<file path="src/rtl/asu_pkg.sv">
/*
 * shared constants and types for the asynchronous serial channel:
 * register offsets, field positions, reset values, enums and the
 * frame format carrier. assumes a 32-bit apb register bus.
 */
package asu_pkg;
    // register byte offsets
    localparam logic [7:0] ASU_OFS_MODE  = 8'h00;
    localparam logic [7:0] ASU_OFS_CTRL  = 8'h04;
    localparam logic [7:0] ASU_OFS_BRG   = 8'h08;
    localparam logic [7:0] ASU_OFS_TXBUF = 8'h0c;
    localparam logic [7:0] ASU_OFS_RXBUF = 8'h10;
    localparam logic [7:0] ASU_OFS_IRQ   = 8'h14;
    localparam logic [7:0] ASU_OFS_PORT  = 8'h18;
    // mode register fields
    localparam int ASU_MODE_LEN   = 0;
    localparam int ASU_MODE_EXT   = 3;
    localparam int ASU_MODE_STOP2 = 4;
    localparam int ASU_MODE_PODD  = 5;
    localparam int ASU_MODE_PEN   = 6;
    localparam int ASU_MODE_SLEEP = 7;
    localparam int ASU_MODE_OD    = 8;
    // control register fields
    localparam int ASU_CTRL_TXEN  = 0;
    localparam int ASU_CTRL_TBE   = 1;
    localparam int ASU_CTRL_RXEN  = 2;
    localparam int ASU_CTRL_TXEND = 3;
    localparam int ASU_CTRL_SRC   = 4;
    localparam int ASU_CTRL_CAUSE = 6;
    // receive buffer status fields
    localparam int ASU_RX_OVR = 12;
    localparam int ASU_RX_FER = 13;
    localparam int ASU_RX_PER = 14;
    localparam int ASU_RX_SUM = 15;
    localparam int ASU_RX_FUL = 16;
    // request and port fields
    localparam int ASU_IRQ_TX   = 0;
    localparam int ASU_IRQ_RX   = 1;
    localparam int ASU_PORT_OUT = 0;
    localparam int ASU_PORT_DIR = 1;
    localparam int ASU_PORT_PIN = 2;
    // reset values
    localparam logic [8:0] ASU_MODE_RST = 9'h000;
    localparam logic [7:0] ASU_BRG_RST  = 8'h00;
    // timing: sixteen oversampling ticks per bit, sample mid-bit
    localparam logic [3:0] ASU_OVS_LAST = 4'hf;
    localparam logic [3:0] ASU_SAMPLE   = 4'h7;
    localparam logic [4:0] ASU_DIV8_MSK = 5'h07;
    typedef enum logic [1:0] {ASU_LEN7 = 2'b00, ASU_LEN8 = 2'b01, ASU_LEN9 = 2'b10} asu_len_t;
    typedef enum logic [1:0] {ASU_SRC_DIV1 = 2'b00, ASU_SRC_DIV8 = 2'b01,
                              ASU_SRC_DIV32 = 2'b10, ASU_SRC_SUB = 2'b11} asu_src_t;
    typedef enum logic [1:0] {ASU_RX_IDLE = 2'b00, ASU_RX_START = 2'b01,
                              ASU_RX_BITS = 2'b10} asu_rx_state_t;
    // frame format shared by transmitter and receiver
    typedef struct packed {
        logic [1:0] len;
        logic       par_en;
        logic       par_odd;
        logic       stop2;
    } asu_fmt_t;
endpackage : asu_pkg

</file>
<file path="src/rtl/asu_baud.sv">
/*
 * bit rate generator: picks a source clock enable and divides it by
 * n+1, giving the sixteen-times oversampling tick. assumes all inputs
 * are synchronous to pclk.
 */
`timescale 1ns/1ps
module asu_baud import asu_pkg::*; (
    input  wire logic       pclk,
    input  wire logic       presetn,
    input  wire logic       ext_sel,
    input  wire logic [1:0] src_sel,
    input  wire logic [7:0] divider,
    input  wire logic       subclock_source,
    input  wire logic       external_pin_clock,
    output logic            tick16
);
    logic [4:0] pre;       // prescaler for the divided system clocks
    logic       ext_q;     // last external clock level
    logic       selected_source_clock;
    logic [7:0] cnt;       // divider down counter

    // free running prescaler
    always_ff @(posedge pclk or negedge presetn) begin
        if (!presetn) pre <= 5'h00;
        else pre <= pre + 5'h01;
    end

    // external clock edge detect
    always_ff @(posedge pclk or negedge presetn) begin
        if (!presetn) ext_q <= 1'b0;
        else ext_q <= external_pin_clock;
    end

    // source select, sysclk_div1/8/32 or subclock
    always_comb begin
        if (ext_sel) selected_source_clock = external_pin_clock & ~ext_q;
        else begin
            case (asu_src_t'(src_sel))
                ASU_SRC_DIV1:  selected_source_clock = 1'b1;
                ASU_SRC_DIV8:  selected_source_clock = (pre & ASU_DIV8_MSK) == 5'h00;
                ASU_SRC_DIV32: selected_source_clock = pre == 5'h00;
                default:       selected_source_clock = subclock_source;
            endcase
        end
    end

    // divide by n+1; reload keeps a new n from waiting a full wrap
    always_ff @(posedge pclk or negedge presetn) begin
        if (!presetn) begin
            cnt    <= 8'h00;
            tick16 <= 1'b0;
        end else begin
            tick16 <= 1'b0;
            if (selected_source_clock) begin
                if (cnt == 8'h00) begin
                    cnt    <= divider;
                    tick16 <= 1'b1;
                end else cnt <= cnt - 8'h01;
            end
        end
    end
endmodule : asu_baud

</file>
<file path="src/rtl/asu_tx.sv">
/*
 * transmit shifter: builds start, data, parity and stop bits into one
 * frame and shifts it out lsb first at one bit per sixteen ticks.
 * assumes load only while not busy.
 */
`timescale 1ns/1ps
module asu_tx import asu_pkg::*; (
    input  wire logic       pclk,
    input  wire logic       presetn,
    input  wire logic       tick16,
    input  wire logic       load,
    input  wire logic [8:0] data,
    input  wire asu_fmt_t   fmt,
    output logic            busy,
    output logic            done,
    output logic            txd
);
    logic [12:0] frame;    // remaining frame bits
    logic [12:0] next_frame;
    logic [3:0]  nbits;    // bits left in frame
    logic [3:0]  sub;      // oversample phase
    logic [3:0]  dlen;
    logic [8:0]  dmask;

    // assemble frame from data and format
    always_comb begin
        dlen  = 4'h7 + {2'b00, fmt.len};
        dmask = data & ~(9'h1ff << dlen);
        next_frame = 13'h1fff;
        next_frame[0] = 1'b0;
        next_frame[9:1] = dmask | (next_frame[9:1] & (9'h1ff << dlen));
        if (fmt.par_en) next_frame[dlen + 4'h1] = (^dmask) ^ fmt.par_odd;
    end

    // shift out, idle line stays high
    always_ff @(posedge pclk or negedge presetn) begin
        if (!presetn) begin
            frame <= 13'h1fff;
            nbits <= 4'h0;
            sub   <= 4'h0;
            busy  <= 1'b0;
            done  <= 1'b0;
            txd   <= 1'b1;
        end else begin
            done <= 1'b0;
            if (load && !busy) begin
                frame <= next_frame;
                nbits <= dlen + 4'h2 + {3'b000, fmt.par_en} + {3'b000, fmt.stop2};
                sub   <= 4'h0;
                busy  <= 1'b1;
                txd   <= 1'b0;
            end else if (busy && tick16) begin
                sub <= sub + 4'h1;
                if (sub == ASU_OVS_LAST) begin
                    frame <= {1'b1, frame[12:1]};
                    nbits <= nbits - 4'h1;
                    txd   <= frame[1];
                    if (nbits == 4'h1) begin
                        busy <= 1'b0;
                        done <= 1'b1;
                        txd  <= 1'b1;
                    end
                end
            end
        end
    end
endmodule : asu_tx

</file>
<file path="src/rtl/asu_top.sv">
/*
 * asynchronous serial channel top: apb register file, receiver and
 * transmit buffer control, with baud generator and transmit shifter.
 * assumes pins are synchronous to pclk and one apb master.
 */
// Design decisions made here: the address map and register access over APB.
`timescale 1ns/1ps
module asu_top import asu_pkg::*; #(
    parameter bit HAS_EXT_CLK = 1'b1 // zero for the second serial channel
) (
    input  wire logic        pclk,
    input  wire logic        presetn,
    input  wire logic        psel,
    input  wire logic        penable,
    input  wire logic        pwrite,
    input  wire logic [7:0]  paddr,
    input  wire logic [31:0] pwdata,
    output logic [31:0]      prdata,
    output logic             pready,
    output logic             pslverr,
    input  wire logic        serial_in_pin,
    output logic             serial_out_pin_o,
    output logic             serial_out_pin_oe,
    input  wire logic        ext_baud_clock_pin_i,
    output logic             ext_baud_clock_pin_o,
    output logic             ext_baud_clock_pin_oe,
    input  wire logic        subclock_source,
    output logic             tx_irq_req,
    output logic             rx_irq_req
);
    ////////////////////////////////////////////////////////////////
    // declarations
    logic [8:0]    mode;      // format, clock and sleep settings
    logic          tx_en;     // transmit enable
    logic          rx_en;     // receive enable
    logic [1:0]    src_sel;   // internal source select
    logic          cause;     // transmit request cause
    logic [7:0]    brg;       // bit rate divider n
    logic [8:0]    txbuf;     // transmit buffer
    logic          tbe;       // transmit buffer empty
    logic [8:0]    rxbuf;     // receive buffer
    logic          rx_full;   // receive buffer unread
    logic          ovr;       // overrun error
    logic          fer;       // framing error
    logic          per;       // parity error
    logic [2:0]    port;      // clock pin as general port
    logic          wr;        // write strobe at completion
    logic          rd;        // read strobe at completion
    logic          tick16;    // oversample tick
    logic          tx_busy;   // shifter active
    logic          tx_done;   // shifter finished
    logic          txd;       // shifter line level
    logic          tx_load;   // buffer to shifter move
    logic          ext_sel;   // external clock in effect
    asu_fmt_t      fmt;       // frame format carrier
    logic [31:0]   rdata;     // read mux
    logic          mapped;    // address decodes
    asu_rx_state_t rx_state;  // receiver state
    logic [3:0]    rx_sub;    // oversample phase
    logic [3:0]    rx_idx;    // bits received after start
    logic [11:0]   rx_sh;     // collected bits
    logic [3:0]    rx_total;  // bits to collect after start
    logic [3:0]    dlen;      // data bit count
    logic          rx_end;    // last bit sampled this cycle
    logic [11:0]   fr;        // completed frame bits
    logic [8:0]    rx_data;   // masked character
    logic          rx_par;    // received parity bit
    logic          rx_fer;    // stop bit missing
    logic          rx_per;    // parity mismatch
    logic          rx_msb;    // character msb
    logic          rx_take;   // character accepted

    ////////////////////////////////////////////////////////////////
    // apb strobes and decode
    assign wr = psel && penable && pready && pwrite;
    assign rd = psel && penable && pready && !pwrite;

    // word aligned decode of the map
    always_comb begin
        rdata  = 32'h0000_0000;
        mapped = 1'b1;
        if (paddr == ASU_OFS_MODE) rdata[8:0] = mode;
        else if (paddr == ASU_OFS_CTRL) begin
            rdata[ASU_CTRL_TXEN]     = tx_en;
            rdata[ASU_CTRL_TBE]      = tbe;
            rdata[ASU_CTRL_RXEN]     = rx_en;
            rdata[ASU_CTRL_TXEND]    = !tx_busy;
            rdata[ASU_CTRL_SRC +: 2] = src_sel;
            rdata[ASU_CTRL_CAUSE]    = cause;
        end
        else if (paddr == ASU_OFS_BRG) rdata[7:0] = brg;
        else if (paddr == ASU_OFS_TXBUF) rdata[8:0] = txbuf;
        else if (paddr == ASU_OFS_RXBUF) begin
            rdata[8:0]        = rxbuf;
            rdata[ASU_RX_OVR] = ovr;
            rdata[ASU_RX_FER] = fer;
            rdata[ASU_RX_PER] = per;
            rdata[ASU_RX_SUM] = ovr | fer | per;
            rdata[ASU_RX_FUL] = rx_full;
        end
        else if (paddr == ASU_OFS_IRQ) begin
            rdata[ASU_IRQ_TX] = tx_irq_req;
            rdata[ASU_IRQ_RX] = rx_irq_req;
        end
        else if (paddr == ASU_OFS_PORT) begin
            rdata[1:0]          = port[1:0];
            rdata[ASU_PORT_PIN] = ext_baud_clock_pin_i;
        end
        else mapped = 1'b0;
    end

    // one wait state: data and error latched in the first access cycle
    always_ff @(posedge pclk or negedge presetn) begin
        if (!presetn) begin
            pready  <= 1'b0;
            prdata  <= 32'h0000_0000;
            pslverr <= 1'b0;
        end else begin
            pready <= psel && penable && !pready;
            if (psel && penable && !pready) begin
                prdata  <= pwrite ? 32'h0000_0000 : rdata;
                pslverr <= !mapped;
            end else pslverr <= 1'b0;
        end
    end

    ////////////////////////////////////////////////////////////////
    // configuration registers
    always_ff @(posedge pclk or negedge presetn) begin
        if (!presetn) begin
            mode    <= ASU_MODE_RST;
            tx_en   <= 1'b0;
            rx_en   <= 1'b0;
            src_sel <= 2'b00;
            cause   <= 1'b0;
            brg     <= ASU_BRG_RST;
            port    <= 3'h0;
        end else if (wr) begin
            if (paddr == ASU_OFS_MODE) begin
                mode <= pwdata[8:0];
                // no clock pin on the second channel
                if (!HAS_EXT_CLK) mode[ASU_MODE_EXT] <= 1'b0;
            end
            else if (paddr == ASU_OFS_CTRL) begin
                tx_en   <= pwdata[ASU_CTRL_TXEN];
                rx_en   <= pwdata[ASU_CTRL_RXEN];
                src_sel <= pwdata[ASU_CTRL_SRC +: 2];
                cause   <= pwdata[ASU_CTRL_CAUSE];
            end
            else if (paddr == ASU_OFS_BRG) brg <= pwdata[7:0];
            else if (paddr == ASU_OFS_PORT) port <= {1'b0, pwdata[1:0]};
        end
    end

    assign ext_sel = mode[ASU_MODE_EXT] && HAS_EXT_CLK;
    assign fmt = '{len: mode[ASU_MODE_LEN +: 2], par_en: mode[ASU_MODE_PEN],
                   par_odd: mode[ASU_MODE_PODD], stop2: mode[ASU_MODE_STOP2]};

    ////////////////////////////////////////////////////////////////
    // clock pin: general port, or input when external clock chosen
    always_ff @(posedge pclk or negedge presetn) begin
        if (!presetn) begin
            ext_baud_clock_pin_o  <= 1'b0;
            ext_baud_clock_pin_oe <= 1'b0;
        end else begin
            ext_baud_clock_pin_o  <= port[ASU_PORT_OUT];
            ext_baud_clock_pin_oe <= port[ASU_PORT_DIR] && !ext_sel;
        end
    end

    // bit rate tick
    asu_baud u_baud (
        .pclk               (pclk),
        .presetn            (presetn),
        .ext_sel            (ext_sel),
        .src_sel            (src_sel),
        .divider            (brg),
        .subclock_source    (subclock_source),
        .external_pin_clock (ext_baud_clock_pin_i),
        .tick16             (tick16)
    );

    ////////////////////////////////////////////////////////////////
    // transmit buffer and requests
    assign tx_load = tx_en && !tbe && !tx_busy;

    // buffer write clears empty; move to shifter sets it again
    always_ff @(posedge pclk or negedge presetn) begin
        if (!presetn) begin
            txbuf <= 9'h000;
            tbe   <= 1'b1;
        end else begin
            if (tx_load) tbe <= 1'b1;
            if (wr && paddr == ASU_OFS_TXBUF) begin
                txbuf <= pwdata[8:0];
                tbe   <= 1'b0;
            end
        end
    end

    // sticky requests, write one clears, a new event wins
    always_ff @(posedge pclk or negedge presetn) begin
        if (!presetn) begin
            tx_irq_req <= 1'b0;
            rx_irq_req <= 1'b0;
        end else begin
            if (wr && paddr == ASU_OFS_IRQ) begin
                if (pwdata[ASU_IRQ_TX]) tx_irq_req <= 1'b0;
                if (pwdata[ASU_IRQ_RX]) rx_irq_req <= 1'b0;
            end
            if (!cause && tx_load) tx_irq_req <= 1'b1;
            if (cause && tx_done) tx_irq_req <= 1'b1;
            if (rx_take && !rx_full) rx_irq_req <= 1'b1;
        end
    end

    // frame shifter
    asu_tx u_tx (
        .pclk    (pclk),
        .presetn (presetn),
        .tick16  (tick16),
        .load    (tx_load),
        .data    (txbuf),
        .fmt     (fmt),
        .busy    (tx_busy),
        .done    (tx_done),
        .txd     (txd)
    );

    // line driver; open drain only pulls low
    always_ff @(posedge pclk or negedge presetn) begin
        if (!presetn) begin
            serial_out_pin_o  <= 1'b1;
            serial_out_pin_oe <= 1'b1;
        end else begin
            serial_out_pin_o  <= txd;
            serial_out_pin_oe <= mode[ASU_MODE_OD] ? !txd : 1'b1;
        end
    end

    ////////////////////////////////////////////////////////////////
    // receiver
    assign dlen     = 4'h7 + {2'b00, fmt.len};
    assign rx_total = dlen + 4'h1 + {3'b000, fmt.par_en} + {3'b000, fmt.stop2};
    assign rx_end   = rx_state == ASU_RX_BITS && tick16 && rx_sub == ASU_SAMPLE
                      && rx_idx == rx_total - 4'h1;

    // receive state machine, sampled mid-bit
    always_ff @(posedge pclk or negedge presetn) begin
        if (!presetn) begin
            rx_state <= ASU_RX_IDLE;
            rx_sub   <= 4'h0;
            rx_idx   <= 4'h0;
            rx_sh    <= 12'h000;
        end else if (!rx_en) rx_state <= ASU_RX_IDLE;
        else begin
            case (rx_state)
                ASU_RX_IDLE: begin
                    // low line while enabled is a start candidate
                    if (!serial_in_pin) begin
                        rx_state <= ASU_RX_START;
                        rx_sub   <= 4'h0;
                    end
                end
                ASU_RX_START: begin
                    if (tick16) begin
                        rx_sub <= rx_sub + 4'h1;
                        if (rx_sub == ASU_SAMPLE) begin
                            // glitch shorter than half a bit is dropped
                            rx_state <= serial_in_pin ? ASU_RX_IDLE : ASU_RX_BITS;
                            rx_idx   <= 4'h0;
                        end
                    end
                end
                ASU_RX_BITS: begin
                    if (tick16) begin
                        rx_sub <= rx_sub + 4'h1;
                        if (rx_sub == ASU_SAMPLE) begin
                            rx_sh[rx_idx] <= serial_in_pin;
                            rx_idx        <= rx_idx + 4'h1;
                            if (rx_end) rx_state <= ASU_RX_IDLE;
                        end
                    end
                end
                default: rx_state <= ASU_RX_IDLE;
            endcase
        end
    end

    // decode the completed frame, last bit merged in
    always_comb begin
        fr         = rx_sh;
        fr[rx_idx] = serial_in_pin;
        rx_data    = fr[8:0] & ~(9'h1ff << dlen);
        rx_par     = fr[dlen];
        rx_msb     = fr[dlen - 4'h1];
        rx_fer     = !fr[rx_total - 4'h1];
        if (fmt.stop2) rx_fer = rx_fer || !fr[rx_total - 4'h2];
        rx_per     = fmt.par_en && ((^rx_data) ^ rx_par ^ fmt.par_odd);
        rx_take    = rx_end && (!mode[ASU_MODE_SLEEP] || rx_msb);
    end

    // receive buffer and error flags; errors clear when disabled
    always_ff @(posedge pclk or negedge presetn) begin
        if (!presetn) begin
            rxbuf   <= 9'h000;
            rx_full <= 1'b0;
            ovr     <= 1'b0;
            fer     <= 1'b0;
            per     <= 1'b0;
        end else begin
            if (rd && paddr == ASU_OFS_RXBUF) rx_full <= 1'b0;
            if (!rx_en) begin
                ovr <= 1'b0;
                fer <= 1'b0;
                per <= 1'b0;
            end
            if (rx_take) begin
                rxbuf   <= rx_data;
                rx_full <= 1'b1;
                fer     <= rx_fer;
                per     <= rx_per;
                if (rx_full) ovr <= 1'b1;
            end
        end
    end
endmodule : asu_top

</file>
<file path="config.mk">
export PLATFORM = sky130hd
export DESIGN_NAME = asu_top
export DESIGN_NICKNAME = d
export VERILOG_FILES = /design/src/rtl/asu_pkg.sv /design/src/rtl/asu_baud.sv /design/src/rtl/asu_tx.sv /design/src/rtl/asu_top.sv
export SDC_FILE = /design/constraint.sdc
export NUM_CORES = 1
export LEC_CHECK = 0
export ABC_AREA = 1
export BUFFER_PORTS_ARGS = -buffer_cell sky130_fd_sc_hd__buf_2
export CAP_MARGIN = 40
export CORE_UTILIZATION = 39
export DETAILED_ROUTE_END_ITERATION = 10
export SYNTH_ARGS = -nofsm -noshare
export SYNTH_HDL_FRONTEND = slang
export SYNTH_HIERARCHICAL = 1
export SYNTH_SLANG_ARGS = --single-unit
</file>
<file path="constraint.sdc">
create_clock -name pclk -period 3.7 [get_ports pclk]
set_input_delay 0.37 -clock pclk [delete_from_list [all_inputs] [get_ports pclk]]
set_output_delay 0.37 -clock pclk [all_outputs]
set_load 0.03 [all_outputs]
</file>
==> results.md <==
- Outcome: finished with violations
- Failing checks: hold timing
- DR DRC count: 0
- First-pass DRT Iterations: 5
- Skew final: 9.04 ps
- Die height: 145 um
- Worst IR Drop VDD: 0.278 mV
- Final Hold Viols: 7
- CP Capture Type: register
- Clock-pin slew on the worst setup and hold paths: 60 ps
- R2r worst-path depth: 14
- Post-route cell area: just over 9000 sq um
- Post-synthesis sequential area ratio: 40.5%
- Post-route ant nets: 0
- Place WS: 500 ps
- Worst slew margin: 49.4%
- Sink Count: 129
- Critical path arrival: 3530 ps
- Crit Path Max Fanout: 25
- Initial DRC count: 396
- EDFF count, synth: 0
- Initial core utilization: 39.8%
- Max-cap violation count: 0
- Setup Viol. Count Final: 0
- Worst-skew pair later-pin latency: approximately 430 ps
- Die width: 145 um
- Post-Place Cells: 1368
- Tot Pwr: 3710 uW
- Worst-Margin Slew: 752 ps
- Critical path type: register to register
- IO buf count: 46
- Reg2reg end: per$_DFFE_PN0P_
- Share of cells above drive strength 1: 15.2%
- Number of synthesis warnings: 6
- Ys async rst share: 100%
- Setup TNS: 0 ps
- Worst min-delay path category: primary input to asynchronous set/reset pin
- Final period utilization: 86.8%
- Initial antenna violation count: 0
- Row cnt: 52
- Top_reg_cell synth: dfrtp_1
- GRT Util Overall: between 20% and 30%
- # diodes: 0
- Via-per-instance ratio: 5.07
- Synth Instances: about 1100
- # resized after CTS: 0
- Final critical-path required period: 3210 ps
- FMAX: 0.311 GHz
- R2R Setup Slk: 490 ps
- Clock buffer depth: 2
- Cell Pwr Density: 409 nW/um^2
- Synthesized area: 8020 sq um
- Clock Tree Root: clkbuf_16
- Pleak: about 0.0046 uW
- Area Overhead vs Synth: 13.1%
- H-tree Lvls: 4
- Worst path required time: 4010 ps
- DP Wirelength: 15400 um
- Finished Layout Cells: 1398
- Core box area: 20200 sq um
- Fill cells: a little over 2000
- Largest net degree at the start of global routing: 80
- First-pass GRT wire length: 34100 um
- CTS tree: built
- Routed len/inst: between 10 and 15 um
- Via Count: roughly 7100
- Remaining Overflow, GRT: 0
- CTS buffer count: 17
- Placed Area: 8460 sq um
- DRT Wirelength: 20600 um
- I/O pin cnt: 88
- Die footprint: ~21000 sq um
- Final hold slack: -16.9 ps
- Fin nets: roughly 1200
- Reg-to-reg startpoint: mode[1]$_DFFE_PN0P_
- Post-synthesis register bit count: around 130
- Post-CTS Setup Bufs: 0
- Vias in the first global route: 6722
- Synth cell types: 50
- Final Max Tran Viols: 0
- RSZ-0062 raised after global routing: false
- Setup WS post-layout: 487 ps
- Routability cong.: 0.902
- Cts hold-fix bufs: 0
- Syn Area/Cell: 7.52 sq um
- Crit start category: register
[worst max-delay path by stage]
stage                         from                       to  slack, ps
2_1_floorplan  mode[0]$_DFFE_PN0P_  rx_state[0]$_DFFE_PN0P_        750
3_3_place_gp   mode[1]$_DFFE_PN0P_          per$_DFFE_PN0P_        550
3_5_place_dp   mode[1]$_DFFE_PN0P_          per$_DFFE_PN0P_        500
4_1_cts        mode[1]$_DFFE_PN0P_          per$_DFFE_PN0P_        470
5_1_grt        mode[1]$_DFFE_PN0P_  rx_state[1]$_DFFE_PN0P_        190
6_report       mode[1]$_DFFE_PN0P_          per$_DFFE_PN0P_        490
[power by group]
group / total (uW) / internal [uW] / switching, uW
clock network: 1760 / 1120 / 644
registers: 1520 / 1460 / 54.5
logic: 430 / 135 / 295
total: 3710 / 2720 / 993
[sequential cells by signal (all words and copies together) (netlist names), 4 cells and up]
name        cells
txbuf           9
u_tx/nbits      4
u_tx/sub        4
rxbuf           9
u_baud/cnt      8
u_tx/frame     12
mode            9
rx_sub          4
rx_idx          4
prdata         14
rx_sh          12
brg             8
u_baud/pre      5
[logic make-up (layout without fill, tap and decap cells)]
family,Yosys count,count (layout),synth area share [%]
adder cells (fa/ha/maj),39,39,6.37
AND/OR/NAND/NOR,521,521,28.4
flip-flops,129,129,40.5
other,1,18,0.0468
AO/OA/AOI/OAI,184,184,13.4
buffers and inverters,181,225,9.89
multiplexers,1,1,0.140
XOR/XNOR,11,11,1.20
[cells in the mapped netlist, types with 9 or more instances]
cell type | instances | area, sq um
nand2_1 | 303 | 1140
inv_1 | 119 | 447
dfrtp_1 | 113 | 2830
nand3_1 | 89 | 445
o21ai_0 | 84 | 420
nor2_1 | 66 | 248
ha_1 | 36 | 450
a21oi_1 | 32 | 160
buf_4 | 18 | 135
inv_2 | 18 | 67.6
nand4_1 | 17 | 106
dfstp_2 | 16 | 420
nand2_2 | 16 | 100
o21ai_1 | 14 | 70.1
clkbuf_1 | 12 | 45.0
o21ai_2 | 12 | 105
o211ai_1 | 9 | 67.6
[cells in the final DEF (no fill, tap or decap), drive strengths merged]
master	synthesis	final
o221ai	7	7
o22ai	8	8
a221oi	1	1
dfstp	16	16
nand2	323	323
nand4	18	18
a22o	1	1
ha	36	36
nand3	91	91
a211oi	2	2
xnor2	3	3
and3	1	1
inv	138	138
o21a	1	1
o21ai	110	110
mux2	1	1
conb	1	18
buf	27	54
fa	3	3
nor3	6	6
o211ai	9	9
dfrtp	113	113
clkinvlp	0	7
clkbuf	13	17
xor2	8	8
a21oi	33	33
or2	5	5
a22oi	2	2
bufinv	0	4
clkinv	3	5
a32o	2	2
o31ai	1	1
nor2	75	75
a31oi	7	7
nand3b	1	1
nor4	1	1
[per-layer routing]
| metal | track usage [%] | part of all wire [%] | vias up |
|---|---|---|---|
| met3 | 3.73 | 3.7 | 24 |
| li1 | - | - | 3533 |
| met5 | 0 | 0 | - |
| met2 | 32.7 | 47 | 150 |
| met4 | 6.95 | 1.5 | 0 |
| met1 | 27.7 | 48 | 3375 |
[critical path: stages (launching register included)]
cell,delay (ps)
dfrtp_1,450
inv_1,170
ha_1,380
fa_1,690
ha_1,350
inv_1,130
nor2_1,50
o21ai_0,170
nor2_1,70
nand4_1,80
inv_1,80
nand2_4,270
nor2_1,80
nand3_1,90
nand2_1,50
[stage by stage]
stage / hold WS (ps) / util, %
after CTS: 19.4 / 45.0
after global placement: 380 / 41.9
after detailed placement: 385 / 41.9
after floorplan: 74.4 / -
after global routing: 37.9 / 45.0
final: -16.9 / 45.0
[final cells by class]
cell class	instances	area [sq um]	area share [%]
inverter	141	532	5.86
clock inverter	13	190	2.10
multi-input combinational	774	4040	44.6
tap	270	338	3.72
sequential	129	3250	35.8
clock buffer	17	425	4.69
timing repair buffer	54	297	3.27
Power figures use the tool's default switching activity.
